==> src/logic/pts_pkg.sv <==
// Functional notes
// - Stay idle until frame or a pending stop request; a hit with frame goes straight to data.
// - From idle, a stop request from this target leads to the release wait.
// - From idle, frame seen without a valid hit leads to bus busy.
// - Bus busy waits for the bus to go idle; no exit to data or wait.
// - Data state moves data; frame with stop asserted leads to the release wait.
// - Reads get one wait state before target ready is asserted.
// - After stop, hold the release wait until the master drops frame.
// - A finished transaction passes through turnaround before the bus is released.
// - Latch the command lines in the address phase; later they carry byte enables.
// - Parity is even over address/data and the four command/byte-enable lines.
// - On writes the master side drives parity from local byte parity and the byte enables.
// - On writes the target flags a parity error on received data.
// - On reads the master side drives parity error from the local parity check.
// - The target sequencer shares no state with any master sequencer.
// - A read hit supplies data, signals a target abort, or stops without data on a terminate request.
// - Decode takes no wait states; no resource locking exists.
// - Command codes follow bus encoding; 0010 is an input/output read.
package pts_pkg;

    localparam int unsigned PTS_AD_W = 32;
    localparam logic [3:0] PTS_CMD_IO_READ = 4'h2;
    localparam logic [3:0] PTS_CMD_IO_WRITE = 4'h3;
    localparam logic [3:0] PTS_CMD_MEM_READ = 4'h6;
    localparam logic [3:0] PTS_CMD_MEM_WRITE = 4'h7;
    localparam logic [3:0] PTS_CMD_RESET = 4'h0;
    localparam int unsigned PTS_READ_WAIT = 1;
    localparam int unsigned PTS_BUF_DEPTH = 2;

    typedef enum logic [2:0] {
        PTS_IDLE = 3'b000,
        PTS_BUSY = 3'b001,
        PTS_DATA = 3'b010,
        PTS_STOP_RELEASE_WAIT = 3'b011,
        PTS_TURN = 3'b100
    } pts_state_type;

    typedef struct packed {
        logic [PTS_AD_W-1:0] data;
        logic [3:0] byte_en;
    } pts_word_type;

endpackage

==> src/logic/pts_buf.sv <==
`timescale 1ns/1ns
// =============================================================
// Two-entry skid buffer between the bus and the backend.
module pts_buf
    import pts_pkg::*;
#(
    parameter int unsigned DEPTH = PTS_BUF_DEPTH
) (
    // Clock and reset.
    input wire logic clock,
    input wire logic arst_n,
    // Filling side.
    input wire logic in_valid,
    output logic in_ready,
    input wire pts_word_type in_word,
    // Draining side.
    output logic out_valid,
    input wire logic out_ready,
    output pts_word_type out_word
);
    initial begin
        if (DEPTH != 2) begin
            $error("pts_buf supports only two entries");
        end
    end

    pts_word_type mem_ff [2];
    logic wr_ptr_ff;
    logic rd_ptr_ff;
    logic [1:0] count_ff;
    logic push;
    logic pop;

    assign in_ready = (count_ff != 2'h2);
    assign out_valid = (count_ff != 2'h0);
    assign out_word = mem_ff[rd_ptr_ff];
    assign push = in_valid && in_ready;
    assign pop = out_valid && out_ready;

    always_ff @(posedge clock or negedge arst_n) begin
        if (!arst_n) begin
            mem_ff[0] <= '0;
            mem_ff[1] <= '0;
        end else if (push) begin
            mem_ff[wr_ptr_ff] <= in_word;
        end
    end

    always_ff @(posedge clock or negedge arst_n) begin
        if (!arst_n) begin
            wr_ptr_ff <= 1'b0;
            rd_ptr_ff <= 1'b0;
            count_ff <= 2'h0;
        end else begin
            if (push) begin
                wr_ptr_ff <= ~wr_ptr_ff;
            end
            if (pop) begin
                rd_ptr_ff <= ~rd_ptr_ff;
            end
            count_ff <= count_ff + {1'b0, push} - {1'b0, pop};
        end
    end

    a_buf_no_overflow: assert property (@(posedge clock) disable iff (!arst_n)
        count_ff == 2'h2 && !out_ready |=> count_ff == 2'h2 && $stable(out_word))
        else $error("full buffer lost or changed a word");
endmodule

==> src/logic/pts_target.sv <==
`timescale 1ns/1ns
// =============================================================
// Bus target sequencer. Bus pins are sampled on clock here
// through two flip-flops; backend signals share the clock.
module pts_target
    import pts_pkg::*;
(
    // Clock and reset.
    input wire logic clock,
    input wire logic arst_n,
    // Bus inputs, active low where named so.
    input wire logic frame_n,
    input wire logic irdy_n,
    input wire logic [PTS_AD_W-1:0] ad_in,
    input wire logic [3:0] cbe_in,
    input wire logic par_in,
    // Bus outputs with enables, high while driving.
    output logic trdy_n_out,
    output logic trdy_oe,
    output logic stop_n_out,
    output logic stop_oe,
    output logic devsel_n_out,
    output logic devsel_oe,
    output logic perr_n_out,
    output logic perr_oe,
    output logic par_out,
    output logic par_oe,
    output logic [PTS_AD_W-1:0] ad_out,
    output logic ad_oe,
    // Local processor parity side.
    input wire logic [3:0] processor_byte_parity,
    input wire logic processor_parity_check_n,
    // Decoder and backend.
    input wire logic hit,
    input wire logic terminate,
    input wire logic abort,
    input wire logic rd_valid,
    output logic rd_ready,
    input wire logic [PTS_AD_W-1:0] rd_data,
    output logic wr_valid,
    input wire logic wr_ready,
    output pts_word_type wr_word,
    output logic [3:0] cmd,
    output logic cmd_is_read,
    output logic target_abort
);
    // =========================================================
    // Pin synchronisers.
    logic [1:0] frame_sync_ff;
    logic [1:0] irdy_sync_ff;
    logic [PTS_AD_W-1:0] ad_sync0_ff;
    logic [PTS_AD_W-1:0] ad_sync1_ff;
    logic [3:0] cbe_sync0_ff;
    logic [3:0] cbe_sync1_ff;
    logic [1:0] par_sync_ff;
    logic [1:0] processor_parity_check_sync_ff;

    always_ff @(posedge clock or negedge arst_n) begin
        if (!arst_n) begin
            frame_sync_ff <= 2'h3;
            irdy_sync_ff <= 2'h3;
            ad_sync0_ff <= '0;
            ad_sync1_ff <= '0;
            cbe_sync0_ff <= 4'h0;
            cbe_sync1_ff <= 4'h0;
            par_sync_ff <= 2'h0;
            processor_parity_check_sync_ff <= 2'h3;
        end else begin
            frame_sync_ff <= {frame_sync_ff[0], frame_n};
            irdy_sync_ff <= {irdy_sync_ff[0], irdy_n};
            ad_sync0_ff <= ad_in;
            ad_sync1_ff <= ad_sync0_ff;
            cbe_sync0_ff <= cbe_in;
            cbe_sync1_ff <= cbe_sync0_ff;
            par_sync_ff <= {par_sync_ff[0], par_in};
            processor_parity_check_sync_ff <= {processor_parity_check_sync_ff[0], processor_parity_check_n};
        end
    end

    logic frame_a;
    logic irdy_a;
    assign frame_a = !frame_sync_ff[1];
    assign irdy_a = !irdy_sync_ff[1];

    // =========================================================
    // Sequencer. It keeps no state shared with any master logic.
    pts_state_type state_ff;
    pts_state_type nxt_state;
    logic stop_req_ff;
    logic wait_done_ff;
    logic [3:0] cmd_ff;
    logic is_read;
    logic data_ok;
    logic buf_in_ready;

    assign is_read = !cmd_ff[0];

    always_comb begin
        nxt_state = state_ff;
        case (state_ff)
            PTS_IDLE: begin
                if (hit && frame_a) begin
                    nxt_state = PTS_DATA;
                end else if (stop_req_ff) begin
                    nxt_state = PTS_STOP_RELEASE_WAIT;
                end else if (frame_a) begin
                    nxt_state = PTS_BUSY;
                end
            end
            PTS_BUSY: begin
                if (!frame_a && !irdy_a) begin
                    nxt_state = PTS_IDLE;
                end
            end
            PTS_DATA: begin
                if (frame_a && (terminate || abort)) begin
                    nxt_state = PTS_STOP_RELEASE_WAIT;
                end else if (!frame_a && data_ok) begin
                    nxt_state = PTS_TURN;
                end
            end
            PTS_STOP_RELEASE_WAIT: begin
                if (!frame_a) begin
                    nxt_state = PTS_TURN;
                end
            end
            PTS_TURN: nxt_state = PTS_IDLE;
            default: nxt_state = PTS_IDLE;
        endcase
    end

    always_ff @(posedge clock or negedge arst_n) begin
        if (!arst_n) begin
            state_ff <= PTS_IDLE;
        end else begin
            state_ff <= nxt_state;
        end
    end

    // A stop request outside a transfer is held until the sequencer
    // has entered the release wait.
    always_ff @(posedge clock or negedge arst_n) begin
        if (!arst_n) begin
            stop_req_ff <= 1'b0;
        end else if (state_ff == PTS_IDLE && terminate) begin
            stop_req_ff <= 1'b1;
        end else if (state_ff == PTS_STOP_RELEASE_WAIT) begin
            stop_req_ff <= 1'b0;
        end
    end

    // =========================================================
    // Command latch, loaded only in the address phase.
    always_ff @(posedge clock or negedge arst_n) begin
        if (!arst_n) begin
            cmd_ff <= PTS_CMD_RESET;
        end else if (state_ff == PTS_IDLE && frame_a) begin
            cmd_ff <= cbe_sync1_ff;
        end
    end

    assign cmd = cmd_ff;
    assign cmd_is_read = is_read;

    // =========================================================
    // Read wait state: ready is held back for one cycle after entry.
    always_ff @(posedge clock or negedge arst_n) begin
        if (!arst_n) begin
            wait_done_ff <= 1'b0;
        end else if (state_ff == PTS_DATA) begin
            wait_done_ff <= 1'b1;
        end else begin
            wait_done_ff <= 1'b0;
        end
    end

    logic ready_now;
    assign ready_now = (state_ff == PTS_DATA) && !abort
        && (is_read ? (wait_done_ff && rd_valid) : buf_in_ready);
    assign data_ok = ready_now && irdy_a;

    // =========================================================
    // Write path through the two-entry buffer so a backend stall
    // shows as a withheld ready and no word is lost.
    pts_word_type buf_in;
    assign buf_in.data = ad_sync1_ff;
    assign buf_in.byte_en = cbe_sync1_ff;

    pts_buf #(
        .DEPTH(PTS_BUF_DEPTH)
    ) u_buf (
        .clock(clock),
        .arst_n(arst_n),
        .in_valid(data_ok && !is_read),
        .in_ready(buf_in_ready),
        .in_word(buf_in),
        .out_valid(wr_valid),
        .out_ready(wr_ready),
        .out_word(wr_word)
    );

    assign rd_ready = data_ok && is_read;

    // =========================================================
    // Bus drive. Nothing is driven in busy or after reset; in idle only perr stays driven, for the first cycle after turnaround.
    logic drive_ff;
    logic trdy_ff;
    logic stop_ff;
    logic [PTS_AD_W-1:0] ad_ff;
    logic ad_oe_ff;
    logic abort_ff;

    always_ff @(posedge clock or negedge arst_n) begin
        if (!arst_n) begin
            drive_ff <= 1'b0;
            trdy_ff <= 1'b0;
            stop_ff <= 1'b0;
            ad_ff <= '0;
            ad_oe_ff <= 1'b0;
            abort_ff <= 1'b0;
        end else begin
            drive_ff <= (nxt_state == PTS_DATA) || (nxt_state == PTS_STOP_RELEASE_WAIT)
                || (nxt_state == PTS_TURN);
            trdy_ff <= ready_now;
            stop_ff <= (nxt_state == PTS_STOP_RELEASE_WAIT);
            ad_oe_ff <= (state_ff == PTS_DATA) && is_read && wait_done_ff;
            if (rd_ready) begin
                ad_ff <= rd_data;
            end
            abort_ff <= (state_ff == PTS_DATA) && abort;
        end
    end

    // Turnaround keeps the enables up and returns the other lines to
    // their inactive level. Ready is registered, so the last accepted
    // phase still shows there; gating it would hide that phase.
    logic active;
    assign active = drive_ff && (state_ff != PTS_TURN);
    assign trdy_n_out = !(trdy_ff && drive_ff);
    assign stop_n_out = !(stop_ff && active);
    assign devsel_n_out = !(active && !abort_ff);
    assign trdy_oe = drive_ff;
    assign stop_oe = drive_ff;
    assign devsel_oe = drive_ff;
    assign ad_out = ad_ff;
    assign ad_oe = ad_oe_ff;
    assign target_abort = abort_ff;

    // =========================================================
    // Parity. Even parity over data and the four command lines.
    logic par_ff;
    logic par_oe_ff;
    logic perr_ff;
    logic perr_oe_ff;
    logic wr_phase_ff;
    logic par_calc;

    // Local byte parity bits stand in for the data lines' own parity.
    assign par_calc = (^processor_byte_parity) ^ (^cbe_sync1_ff);

    always_ff @(posedge clock or negedge arst_n) begin
        if (!arst_n) begin
            par_ff <= 1'b0;
            par_oe_ff <= 1'b0;
            perr_ff <= 1'b0;
            perr_oe_ff <= 1'b0;
            wr_phase_ff <= 1'b0;
        end else begin
            wr_phase_ff <= data_ok && !is_read;
            par_ff <= par_calc;
            par_oe_ff <= (state_ff == PTS_DATA) && !is_read;
            if (wr_phase_ff) begin
                perr_ff <= ((^buf_in.data) ^ (^buf_in.byte_en)) != par_sync_ff[1];
            end else if ((state_ff == PTS_DATA) && is_read) begin
                perr_ff <= !processor_parity_check_sync_ff[1];
            end else begin
                perr_ff <= 1'b0;
            end
            perr_oe_ff <= drive_ff;
        end
    end

    assign par_out = par_ff;
    assign par_oe = par_oe_ff;
    assign perr_n_out = !perr_ff;
    assign perr_oe = perr_oe_ff;

    // =========================================================
    // Checks.
    a_idle_hit_data: assert property (@(posedge clock) disable iff (!arst_n)
        state_ff == PTS_IDLE && hit && frame_a |=> state_ff == PTS_DATA)
        else $error("hit did not start data");
    a_idle_stop_wait: assert property (@(posedge clock) disable iff (!arst_n)
        state_ff == PTS_IDLE && !(hit && frame_a) && stop_req_ff
        |=> state_ff == PTS_STOP_RELEASE_WAIT)
        else $error("stop in idle did not reach release wait");
    a_idle_busy_go: assert property (@(posedge clock) disable iff (!arst_n)
        state_ff == PTS_IDLE && frame_a && !hit && !stop_req_ff |=> state_ff == PTS_BUSY)
        else $error("frame without hit did not reach busy");
    a_busy_no_data: assert property (@(posedge clock) disable iff (!arst_n)
        state_ff == PTS_BUSY |=> state_ff inside {PTS_BUSY, PTS_IDLE})
        else $error("busy left to a wrong state");
    a_data_stop_go: assert property (@(posedge clock) disable iff (!arst_n)
        state_ff == PTS_DATA && frame_a && terminate |=> state_ff == PTS_STOP_RELEASE_WAIT)
        else $error("frame with stop did not reach release wait");
    a_read_wait_one: assert property (@(posedge clock) disable iff (!arst_n)
        $rose(state_ff == PTS_DATA) && is_read |-> !ready_now ##1 !trdy_ff)
        else $error("read ready without wait state");
    a_wait_hold_frame: assert property (@(posedge clock) disable iff (!arst_n)
        state_ff == PTS_STOP_RELEASE_WAIT && frame_a |=> state_ff == PTS_STOP_RELEASE_WAIT)
        else $error("release wait left while frame held");
    a_turn_to_idle: assert property (@(posedge clock) disable iff (!arst_n)
        state_ff == PTS_TURN |=> state_ff == PTS_IDLE ##1 !drive_ff || state_ff != PTS_IDLE)
        else $error("turnaround did not return to idle");
    a_cmd_held_data: assert property (@(posedge clock) disable iff (!arst_n)
        state_ff == PTS_DATA && $past(state_ff) == PTS_DATA |-> $stable(cmd_ff))
        else $error("command latch changed during data");
endmodule

==> config.mk <==
export PLATFORM = sky130hd
export DESIGN_NAME = pts_target
export DESIGN_NICKNAME = d
export VERILOG_FILES = /design/src/logic/pts_pkg.sv /design/src/logic/pts_buf.sv /design/src/logic/pts_target.sv
export SDC_FILE = /design/constraint.sdc
export NUM_CORES = 1
export LEC_CHECK = 0
export BUFFER_PORTS_ARGS = -buffer_cell sky130_fd_sc_hd__buf_4
export CAP_MARGIN = 10
export CORE_MARGIN = 10
export CORE_UTILIZATION = 45
export DETAILED_ROUTE_END_ITERATION = 10
export PLACE_DENSITY = 0.73
export SLEW_MARGIN = 20
export SYNTH_ARGS = -nofsm -noshare
export SYNTH_HDL_FRONTEND = slang
export SYNTH_HIERARCHICAL = 1
export SYNTH_SLANG_ARGS = --single-unit
==> constraint.sdc <==
create_clock -name clock -period 3.15 [get_ports clock]
set_input_delay 0.7875 -clock clock [delete_from_list [all_inputs] [get_ports clock]]
set_output_delay 0.7875 -clock clock [all_outputs]
set_load 0.05 [all_outputs]
# Yosys cells after proc, flatten, opt, wreduce, memory -nomap -nowiden
# Index checks and enable logic that the tools add are counted.
dict set report op_classes {
  n_addsub 2
  order_cmp 3
  eq_ne 9
  n_mux 20
  bitwise_logic 6
  n_reduce_logical 42
}
# op n
set ops {}
lappend ops {{2-to-1 mux 36 bit} 4}
lappend ops {{bitwise mux 72 bit} 1}
lappend ops {{demux 36 bit (select 1 bit)} 1}
lappend ops {{XOR reduction 32 bit} 1}
lappend ops {{logical AND 1 bit} 23}
lappend ops {{2-to-1 mux 3 bit} 7}
lappend ops {{== test 3 x 2 -> 1 bit (second input constant)} 4}
lappend ops {{one-hot mux 3 bit (4 select lines)} 1}
lappend ops {{logical NOT 1 bit} 10}
lappend ops {{XOR reduction 4 bit} 2}
lappend ops {{2-to-1 mux 1 bit} 6}
lappend ops {{greater-or-equal comparator 2 bit (second input constant)} 2}
lappend ops {{NOT 1 -> 2 bit} 2}
lappend ops {{nonzero test 2 bit} 2}
lappend ops {{== test 3 x 1 -> 1 bit (second input constant)} 1}
lappend ops {{== test 3 bit (second input constant)} 1}
lappend ops {{logical NOT 3 bit} 1}
lappend ops {{logical OR 1 bit} 3}
lappend ops {{inequality test 3 bit (second input constant)} 1}
lappend ops {{adder 2 x 1 -> 2 bit} 1}
lappend ops {{less-than comparator 2 x 1 -> 1 bit (second input constant)} 1}
lappend ops {{inequality test 2 bit (second input constant)} 1}
lappend ops {{NOT 1 bit} 2}
lappend ops {{subtractor 2 x 1 -> 2 bit} 1}
lappend ops {{2 further kinds} 3}
dict set report totals {
  register_bits 207
  input_bits 83
  out_inout_bits 87
  word_cells 112
}

# Longest topological paths before layout
# Gate-level depths: netlist (run 1).
dict set report logic_depth {
  depth_word 11
  ltp_mapped 10
}

# By module
# Netlist (run 1), hierarchy kept.
# module instances cells_each area_each_um2 seq_area_each_um2
set modules_own_cells {}
lappend modules_own_cells {pts_target 1 260 4352.9 3285.7}
lappend modules_own_cells {pts_buf 1 214 3337.0 1901.8}

# Least setup slack after synthesis (run 1)
# Ideal clock, no wire load.
dict set report synth_timing {
  path_kind {input-to-reg}
  from {input rd_valid}
  to {register u_buf/mem_ff[36] in the netlist's numbering}
  arrival_time_ns 2.440
  setup_slack_ns 0.585
  stages 7
  n_path_buf 1
  cell_sequence {nand3b_1 a211oi_2 and3_1 inv_2 nor3_4 buf_6 mux2_2}
}
dict set report synth_between {
  elab_chain_len 6
}
# item line_no
set synth_lines {}
lappend synth_lines {{start, declared} pts_target.sv:37} ;# input wire logic rd_valid,
lappend synth_lines {{logical AND 1 bit} pts_target.sv:179} ;# && (is_read ? (wait_done_ff && rd_valid) : buf_in_ready);
lappend synth_lines {{2-to-1 mux 1 bit} pts_target.sv:179}
lappend synth_lines {{logical AND 1 bit} pts_target.sv:179}
lappend synth_lines {{logical AND 1 bit} pts_target.sv:180} ;# assign data_ok = ready_now && irdy_a;
lappend synth_lines {{logical AND 1 bit} pts_target.sv:194} ;# .in_valid(data_ok && !is_read),
lappend synth_lines {{logical AND 1 bit} pts_buf.sv:37} ;# assign push = in_valid && in_ready;
lappend synth_lines {{end signal, assigned by index} pts_buf.sv:45} ;# mem_ff[wr_ptr_ff] <= in_word;
lappend synth_lines {{end, declared} pts_buf.sv:27} ;# pts_word_type mem_ff [2];
# No other way between the ends.
# A chain may end at the register's enable or synchronous reset.

# Worst setup path in the final report (run 1)
dict set report layout_timing {
  from {register u_buf.count_ff[1]}
  to {output rd_ready}
}
dict set report layout_between {
  elab_chain_len 5
}
# item line_no
set layout_lines {}
lappend layout_lines {{start, declared} pts_buf.sv:30} ;# logic [1:0] count_ff;
lappend layout_lines {{start signal, assigned} pts_buf.sv:61} ;# count_ff <= count_ff + {1'b0, push} - {1'b0, pop};
lappend layout_lines {{inequality test 2 bit} pts_buf.sv:34} ;# assign in_ready = (count_ff != 2'h2);
lappend layout_lines {{net buf_in_ready} pts_target.sv:94} ;# logic buf_in_ready;
lappend layout_lines {{2-to-1 mux 1 bit} pts_target.sv:179}
lappend layout_lines {{logical AND 1 bit} pts_target.sv:179}
lappend layout_lines {{logical AND 1 bit} pts_target.sv:180}
lappend layout_lines {{logical AND 1 bit} pts_target.sv:202} ;# assign rd_ready = data_ok && is_read;
lappend layout_lines {{end, declared} pts_target.sv:38} ;# output logic rd_ready,
# The timed path passes the listed nets, and every way through them passes these cells.

==> flow_summary.json, run 1 <==
{
  "grt_remaining_overflow": 0,
  "p_leak_nw": 4.951,
  "grt_antenna_before_repair": 0,
  "path_clk_slew_ns": 0.06,
  "routed-via-count": 4354,
  "numPortBuffers": 169,
  "synthToLayoutAreaGrowth_pct": 30.48,
  "maxCapViolations": 0,
  "synth.area.top_cells": "dfrtp_1, mux2_2, xnor2_1, dfstp_2, buf_6",
  "antenna_cells": 0,
  "maxSlewViolCount": 0,
  "core.rowCount": 47,
  "min_period_ns": 2.977,
  "p_per_area_mw_per_mm2": 979.5,
  "drt_iter0_drc": 167,
  "hpwlAfterDp_um": 11450,
  "clock_sinks": 207,
  "cpPeakStageDelay_ns": 0.42,
  "cts_resized": 0,
  "worstPathCellList": "nor2b_2, inv_1, nand2_1, a211oi_2, and3_1, buf_4",
  "fin_skew_ns": 0.01448,
  "start_util": 0.4621,
  "required_ns": 2.36,
  "nets": 746,
  "intPower_mw": 6.229,
  "setup_viol": 0,
  "path_max_fanout": 6,
  "timing.final.crit_share": 0.9451,
  "die_area_mm2": 0.02272,
  "slew_headroom": 0.5660,
  "start_kind": "flip-flop",
  "drcViolationCount": 0,
  "die_h_um": 150.7,
  "drive_above_1_share": 0.5473,
  "grt_pass1_vias": 5095,
  "hold_viol_final": 0,
  "grt.total_usage": 0.1439,
  "yosysWarnings": 6,
  "crit_type": "reg -> out",
  "vias_per_cell": 4.859,
  "ant_nets": 0,
  "post_cts_buffers": 0,
  "num_io_pins": 170,
  "critPathCaptureType": "primary output",
  "syn_avg_cell_area_um2": 16.22,
  "gp_congestion": 0.7754,
  "synth_cell_type_count": 38,
  "synth_area_leader_cell": "dfrtp_1",
  "post_dp_cell_area_mm2": 0.009228,
  "status": "finished clean",
  "synth.ff_latch_count": 207,
  "cts-root-buf": "clkbuf_16",
  "combPwrFrac": 0.354,
  "hp-class": "in -> async",
  "max_freq_mhz": 335.9,
  "hold_buffers": 0,
  "die_w_um": 150.7,
  "cts_buffer_depth": 3,
  "crit_arrival_ns": 2.19,
  "syn_nets": 558,
  "cts-buffers-inserted": 23,
  "fp.coreArea_mm2": 0.01664,
  "firstDrtPassIters": 4,
  "p_clk_frac": 0.281,
  "insertion_delay_ns": 0.52,
  "yosysTopAreaCellShare": 0.6541,
  "wl_um": 16200,
  "yosysSeqAreaShare": 0.6746,
  "ir_drop_mv": 0.6923,
  "grt_pass1_wl_um": 26360,
  "synthCells": 474,
  "cts_htree_levels": 1,
  "setup-tns-final_ns": 0,
  "seq_power_share": 0.365,
  "swShare": 0.3662,
  "worstMarginPinSlew_ns": 0.6510,
  "grt_start_max_net_pins": 81,
  "wl_per_cell_um": 18.08,
  "p_sw_mw": 3.599,
  "syn-cell-area_mm2": 0.007690,
  "cts_tree": "yes",
  "crit_slowest_cell": "dfrtp_1",
  "rsz0062_at_grt": "no",
  "stdcell_area_mm2": 0.01003
}
## logic make-up after synthesis
kind of cell             Yosys count  share of synthesized area
flip-flops                       207                     0.6746
XOR/XNOR                          41                    0.04849
AO/OA/AOI/OAI                     21                    0.01855
buffers and inverters             23                    0.02034
AND/OR/NAND/NOR                   38                    0.02701
adder cells (fa/ha/maj)            1                   0.001627
multiplexers                     143                     0.2094
## critical path: cells and delay by family (launching register included)
kind,cells,cell delay [ns]
AOI/OAI and AO/OA,1,0.24
buffers and inverters,2,0.36
DFF,1,0.42
and+or+nand+nor,3,0.65
## per-layer routing
layer  vias up  global-route usage  routed length, um
met5         -                   0                  0
met4         0             0.03705                248
met3        25             0.07053               1907
met2       171              0.2353               7670
met1      2160              0.1654               6373
li1       1998                   -                  -
## placed cells by master (no fill, tap or decap), drive strengths merged
master / synthesis / routed
and2: 1 / 1
nor3: 1 / 1
a21bo: 1 / 1
clkbuf: 1 / 36
a211oi: 3 / 3
nand2b: 3 / 3
and3: 4 / 4
o21a: 1 / 1
nand3: 3 / 3
nor3b: 1 / 1
xnor2: 35 / 35
o21ai: 6 / 6
nor2: 10 / 10
mux2: 143 / 143
o22ai: 1 / 1
nor2b: 3 / 3
xnor3: 1 / 1
ha: 1 / 1
dfstp: 6 / 6
nand3b: 2 / 2
a32oi: 1 / 1
dfrtp: 201 / 201
inv: 6 / 7
xor2: 5 / 5
or2: 1 / 1
o21bai: 1 / 1
clkinv: 0 / 1
nand2: 9 / 9
bufinv: 0 / 2
buf: 16 / 179
o221ai: 1 / 1
a32o: 1 / 1
a21oi: 5 / 5
## final timing paths
| check | start | end | slack, ns | depth (start not counted) |
|---|---|---|---|---|
| min reg2reg | ad_sync0_ff[16] | ad_sync1_ff[16] | 0.34 | 0 |
| min in group clock | ad_sync0_ff[16] | ad_sync1_ff[16] | 0.34 | 0 |
| max | u_buf/count_ff[1] | rd_ready | 0.17 | 6 |
| max reg2reg | u_buf/count_ff[1] | u_buf/mem_ff[48] | 0.65 | 9 |
| min | arst_n | u_buf/mem_ff[56] | 0.32 | 1 |
| max in group asynchronous | arst_n | processor_parity_check_sync_ff[0] | 2.05 | 2 |
## cells in the mapped netlist (all sizes together)
cell type,number
nor3,1
nand2b,3
o21bai,1
inv,6
nor3b,1
xnor2,35
a32oi,1
mux2,143
a21bo,1
nand3,3
xor2,5
nor2,10
o21ai,6
a21oi,5
o22ai,1
dfrtp,201
o221ai,1
or2,1
clkbuf,1
xnor3,1
buf,16
dfstp,6
o21a,1
nand2,9
nand3b,2
a32o,1
and2,1
and3,4
ha,1
a211oi,3
nor2b,3
## through the flow
stage | util | hold slack [ns] | cells | worst slack [ns] | power [mW]
final | 0.6029 | 0.3220 | 896 | 0.1731 | 9.828
after global routing | 0.6029 | 0.3498 | 896 | 0.02413 | 10.32
after CTS | 0.6029 | 0.3327 | 896 | 0.1305 | 9.958
after detailed placement | 0.5545 | 0.3347 | 857 | 0.4173 | 7.148
after global placement | 0.5545 | 0.3315 | 857 | 0.4626 | 7.062
after floorplan | - | 0.3312 | 474 | 0.5849 | 6.019
## area by class of cell
cell class | count | area, um^2
repair buffers | 180 | 1395
clock buffers | 35 | 720.7
fillers | 1279 | 6609
inverters | 6 | 22.52
well taps | 220 | 275.3
multi-input cells | 244 | 2346
clock inverters | 4 | 85.08
flip-flops and latches | 207 | 5189
## power groups by stage
stage	Sequential [mW]	Combinational, mW	Clock (mW)
after floorplan	4.35	1.67	0
after global placement	3.59	3.48	0
after detailed placement	3.63	3.52	0
after CTS	3.60	3.53	2.83
after global routing	3.67	3.67	2.97
final	3.59	3.48	2.77
## registers in the layout, indices dropped and copies added (netlist names), 2 cells and up
signal and cells:
cbe_sync0_ff 4, cmd 4, par_sync_ff 2, processor_parity_check_sync_ff 2
frame_sync_ff 2, cbe_sync1_ff 4, irdy_sync_ff 2, state_ff 3
u_buf/mem_ff 72, ad_sync1_ff 32, u_buf/count_ff 2, ad_out 32
ad_sync0_ff 32
No activity file was read; power rests on OpenSTA's default activity.
==> run 2, diff against run 1 <==
--- a/config.mk
+++ b/config.mk
@@ -14,5 +14,4 @@
 export SLEW_MARGIN = 20
 export SYNTH_ARGS = -nofsm -noshare
 export SYNTH_HDL_FRONTEND = slang
-export SYNTH_HIERARCHICAL = 1
 export SYNTH_SLANG_ARGS = --single-unit
==> flow_summary.json, run 2 <==
{
  "status": "finished clean",
  "clock_sinks": 207,
  "worstPathCellList": "a21oi_1, a31o_2, or3_4, or3_2, inv_1, buf_6",
  "gp_congestion": 0.7683,
  "firstDrtPassIters": 4,
  "synth.area.top_cells": "dfrtp_1, mux2_2, mux2_4, xnor2_1, dfstp_2",
  "synthToLayoutAreaGrowth_pct": 29.01,
  "ir_drop_mv": 0.8378,
  "hp-class": "in -> async",
  "nets": 740,
  "antenna_cells": 0,
  "syn_avg_cell_area_um2": 16.70,
  "worstMarginPinSlew_ns": 0.9859,
  "yosysTopAreaCellShare": 0.6407,
  "maxSlewViolCount": 0,
  "synth.ff_latch_count": 207,
  "setup-tns-final_ns": 0,
  "die_w_um": 152.1,
  "drt_iter0_drc": 118,
  "drcViolationCount": 0,
  "drive_above_1_share": 0.5687,
  "grt_pass1_vias": 5052,
  "wl_um": 16470,
  "max_freq_mhz": 327.8,
  "fin_skew_ns": 0.008583,
  "crit_arrival_ns": 2.26,
  "rr_startpoint": "cmd[0]",
  "rrSetupSlack_ns": 0.81,
  "grt.total_usage": 0.1387,
  "grt_antenna_before_repair": 0,
  "rr_worst_depth": 6,
  "synthCells": 470,
  "path_max_fanout": 6,
  "die_area_mm2": 0.02313,
  "syn_nets": 555,
  "core.rowCount": 48,
  "hold_viol_final": 0,
  "synth-edff-count": 0,
  "vias_per_cell": 4.823,
  "maxCapViolations": 0,
  "synth_cell_type_count": 39,
  "critPathCaptureType": "primary output",
  "min_period_ns": 3.051,
  "num_io_pins": 170,
  "synthArstFlopShare": 1.000,
  "cts_htree_levels": 1,
  "crit_slowest_cell": "or3_2",
  "final_cell_mix": "dfrtp_1, buf_4, mux2_2, mux2_4, xnor2_1",
  "power_mw": 9.289,
  "cts-buffers-inserted": 22,
  "synth_area_leader_cell": "dfrtp_1",
  "synth_common_cells": "dfrtp_1, mux2_2, mux2_4",
  "critPathCapture": "rd_ready",
  "ant_nets": 0,
  "crit_type": "reg -> out",
  "critPathLaunch": "cmd[0]",
  "start_util": 0.4570,
  "grt_pass1_wl_um": 26970,
  "mostFrequentLayoutCell": "dfrtp_1",
  "die_h_um": 152.1,
  "setup_viol": 0,
  "start_kind": "flip-flop",
  "rsz0062_at_grt": "no",
  "post-route-util": 0.5896,
  "synth.most_common_cell": "dfrtp_1",
  "reg2reg_to": "ad_out[9]",
  "cts_tree": "yes",
  "hpwlAfterDp_um": 11460,
  "holdWs_ns": 0.3022,
  "cpPeakStageDelay_ns": 0.46,
  "insertion_delay_ns": 0.49,
  "slew_headroom": 0.3367,
  "synth_ff_type": "dfrtp_1",
  "syn-cell-area_mm2": 0.007850,
  "path_clk_slew_ns": 0.06,
  "wl_per_cell_um": 18.40,
  "required_ns": 2.36,
  "yosysWarnings": 0,
  "yosysSeqAreaShare": 0.6608,
  "p_leak_nw": 5.180,
  "p_per_area_mw_per_mm2": 917.2,
  "cts_buffer_depth": 3,
  "largest_register": "u_buf.mem_ff",
  "numPortBuffers": 169,
  "grt_remaining_overflow": 0,
  "largest_register_ff_count": 72,
  "timing.final.crit_share": 0.9685,
  "grt_start_max_net_pins": 70,
  "fp.coreArea_mm2": 0.01718,
  "cts-root-buf": "clkbuf_16",
  "routed-via-count": 4317
}
run 2: area by class of cell:
class	count	area, um^2
timing repair buffer	181	1419
clock inverter	11	112.6
multi-input combinational	233	2459
sequential	207	5194
tap	225	281.5
inverter	10	37.54
fill	1338	7049
clock buffer	28	624.3
run 2: repair_timing:
| action | 4_1_cts | 5_1_grt |
|---|---|---|
| setup endpoints to repair | 1 | 1 |
| setup buffers | 0 | 4 |
| resized for setup | 2 | 3 |
| hold buffers | 0 | 0 |
| pin swaps | 0 | 0 |
| cloned | 0 | 0 |
run 2: report_power, final:
| part | switching, mW | leakage (nW) | internal (mW) |
|---|---|---|---|
| Sequential | 0.338 | 2.62 | 3.15 |
| Combinational | 1.96 | 2.19 | 1.27 |
| Clock | 1.02 | 0.371 | 1.57 |
| Total | 3.31 | 5.18 | 5.98 |
run 2: worst max-delay path: cells and delay by family, from the launching register on:
kind                   cells  cell delay [ns]
AND/OR/NAND/NOR            2             0.82
flip-flops                 1             0.42
AO/OA/AOI/OAI              2             0.28
buffers and inverters      2             0.25
run 2: worst min path at each step:
stage	start	endpoint	slack, ns
6_report	arst_n	ad_sync0_ff[20]	0.30
5_1_grt	arst_n	u_buf.mem_ff[62]	0.33
4_1_cts	arst_n	u_buf.mem_ff[63]	0.31
3_5_place_dp	ad_sync0_ff[15]	ad_sync1_ff[15]	0.33
3_3_place_gp	ad_sync0_ff[26]	ad_sync1_ff[26]	0.33
2_1_floorplan	ad_sync0_ff[0]	ad_sync1_ff[0]	0.33
run 2: kinds of logic (layout without fill, tap and decap cells):
family                     after synthesis  in the layout  share of synthesized area
muxes                                  144            144                     0.2246
DFF                                    207            207                     0.6608
AOI/OAI and AO/OA                       14             14                    0.01180
xor gates and xnor gates                43             43                    0.04973
and+or+nand+nor                         30             30                    0.02343
adders and majority gates                2              2                   0.003187
buffers and inverters                   30            230                    0.02646
run 2: through the flow:
stage	setup slack (ns)	instances	area, um^2
after CTS	0.01004	891	10090
final	0.09915	895	10130
after global placement	0.1522	852	9351
after detailed placement	0.1396	852	9351
after floorplan	0.01466	470	7850
after global routing	0.02415	895	10130
run 2: per-layer routing:
layer	track usage	vias to the layer above	share of wire
li1	-	1973	-
met1	0.1654	2201	0.41
met2	0.2359	123	0.50
met3	0.05165	20	0.074
met4	0.02613	0	0.012
met5	0	-	0
==> run 3, diff against run 2 <==
--- a/config.mk
+++ b/config.mk
@@ -11,6 +11,7 @@
 export CORE_UTILIZATION = 45
 export DETAILED_ROUTE_END_ITERATION = 10
 export PLACE_DENSITY = 0.73
+export RECOVER_POWER = 50
 export SLEW_MARGIN = 20
 export SYNTH_ARGS = -nofsm -noshare
 export SYNTH_HDL_FRONTEND = slang
==> flow_summary.json, run 3 (synthesis results as in run 2) <==
{
  "seq_power_share": 0.376,
  "post-route-util": 0.5861,
  "hpwlAfterDp_um": 11460,
  "antenna_cells": 0,
  "ant_nets": 0,
  "swShare": 0.3564,
  "core.rowCount": 48,
  "power_mw": 9.269,
  "combPwrFrac": 0.346,
  "min_period_ns": 3.047,
  "grt_remaining_overflow": 0,
  "p_clk_frac": 0.278,
  "final_cell_mix": "dfrtp_1, buf_4, mux2_2, mux2_4, clkbuf_4",
  "intPower_mw": 5.965,
  "largest_register_ff_count": 72,
  "grt.total_usage": 0.1387,
  "required_ns": 2.36,
  "drcViolationCount": 0,
  "cts-root-buf": "clkbuf_16",
  "fin_skew_ns": 0.007962,
  "largest_register": "u_buf.mem_ff",
  "fp.coreArea_mm2": 0.01718,
  "start_util": 0.4570,
  "violations": "capacitance limit, slew limit",
  "crit_family": "simple AND/OR/NAND/NOR gates",
  "path_clk_slew_ns": 0.06,
  "p_sw_mw": 3.304,
  "num_io_pins": 170,
  "wl_met2_um": 8319,
  "cts_tree": "yes",
  "worstPathCellList": "a21oi_1, a31o_2, or3_4, or3_2, inv_1, buf_6",
  "hold_viol_final": 0,
  "max_freq_mhz": 328.2,
  "nets": 740,
  "fin_ws_ns": 0.1032,
  "p_leak_nw": 5.139,
  "clock_sinks": 207,
  "setup_viol": 0,
  "hp-class": "reg -> reg",
  "wl_um": 16420,
  "numPortBuffers": 169,
  "die_w_um": 152.1,
  "critPathCaptureType": "primary output",
  "cts-buffers-inserted": 22,
  "die_area_mm2": 0.02313,
  "setup-tns-final_ns": 0,
  "crit_slowest_cell": "or3_2",
  "ir_drop_mv": 0.8378,
  "insertion_delay_ns": 0.49,
  "drt_iter0_drc": 97,
  "worstMarginPinSlew_ns": 1.651,
  "grt_start_max_net_pins": 70,
  "cpPeakStageDelay_ns": 0.46,
  "synthToLayoutAreaGrowth_pct": 28.24,
  "path_max_fanout": 6,
  "met1_length_um": 6667,
  "grt_pass1_wl_um": 26970,
  "slew_headroom": -0.1009,
  "crit_type": "reg -> out",
  "die_h_um": 152.1,
  "hold_buffers": 0,
  "drive_above_1_share": 0.5597,
  "start_kind": "flip-flop",
  "wl_per_cell_um": 18.34,
  "crit_buf_inv": 2,
  "timing.final.crit_share": 0.9672,
  "crit_arrival_ns": 2.26,
  "grt_antenna_before_repair": 0,
  "nFillCells": 1349,
  "rsz0062_at_grt": "no",
  "vias_per_cell": 4.832,
  "p_per_area_mw_per_mm2": 920.7,
  "place_ws_ns": 0.1396,
  "wl_met3_um": 1235,
  "gp_congestion": 0.7683,
  "grt_pass1_vias": 5052,
  "firstDrtPassIters": 4,
  "routed-via-count": 4325,
  "highest_layer": "met4",
  "maxCapViolations": 1,
  "cts_buffer_depth": 3,
  "cts_htree_levels": 1,
  "mostFrequentLayoutCell": "dfrtp_1",
  "maxSlewViolCount": 70,
  "status": "complete, but fails checks"
}
==> run 3: changes by cell type in the layout (fill, tap and decap cells not counted), sizes merged <==
cell    change
buf        -44
clkbuf     +44
==> run 3: path summary, 6_finish.rpt <==
kind	startpoint	end	slack (ns)	cells past startpoint
max in group asynchronous	arst_n	u_buf.mem_ff[52]	0.55	2
max reg2reg	cmd[0]	ad_out[9]	0.81	6
min in group asynchronous	arst_n	ad_sync0_ff[25]	0.72	1
min reg2reg	ad_sync0_ff[16]	ad_sync1_ff[16]	0.35	0
max	cmd[0]	rd_ready	0.10	6
min	ad_sync0_ff[16]	ad_sync1_ff[16]	0.35	0
==> run 3: layer usage <==
layer  GRT usage  vias up
li1            -     1974
met1      0.1654     2204
met2      0.2359      127
met5           0        -
met3     0.05165       20
met4     0.02613        0
==> run 3: area by class of cell <==
| cell class | instances | area (um^2) | share of cell area |
|---|---|---|---|
| clock buffer | 28 | 624.3 | 0.06202 |
| clock inverter | 11 | 112.6 | 0.01119 |
| inverter | 10 | 37.54 | 0.003729 |
| multi-input combinational | 233 | 2459 | 0.2442 |
| sequential | 207 | 5194 | 0.5159 |
| tap | 225 | 281.5 | 0.02796 |
| timing repair buffer | 181 | 1359 | 0.1350 |
==> run 3: power groups by stage <==
stage / clock network (mW) / registers (mW) / logic, mW
3_5_place_dp: 0 / 3.52 / 3.23
5_1_grt: 2.77 / 3.55 / 3.37
4_1_cts: 2.67 / 3.49 / 3.23
6_report: 2.58 / 3.48 / 3.21
3_3_place_gp: 0 / 3.50 / 3.17
2_1_floorplan: 0 / 4.09 / 1.64
==> run 3: what timing repair did <==
action	4_1_cts	5_1_grt
endpoints found under the setup margin	1	1
gates resized for setup	2	3
setup buffers	0	4
==> run 3: metrics by stage <==
stage	hold WS [ns]	instance area [um^2]	std cells
after detailed placement	0.3347	9351	852
final	0.3456	10070	895
after global routing	0.3504	10070	895
after floorplan	0.3312	7850	470
after global placement	0.3312	9351	852
after CTS	0.3089	10090	891
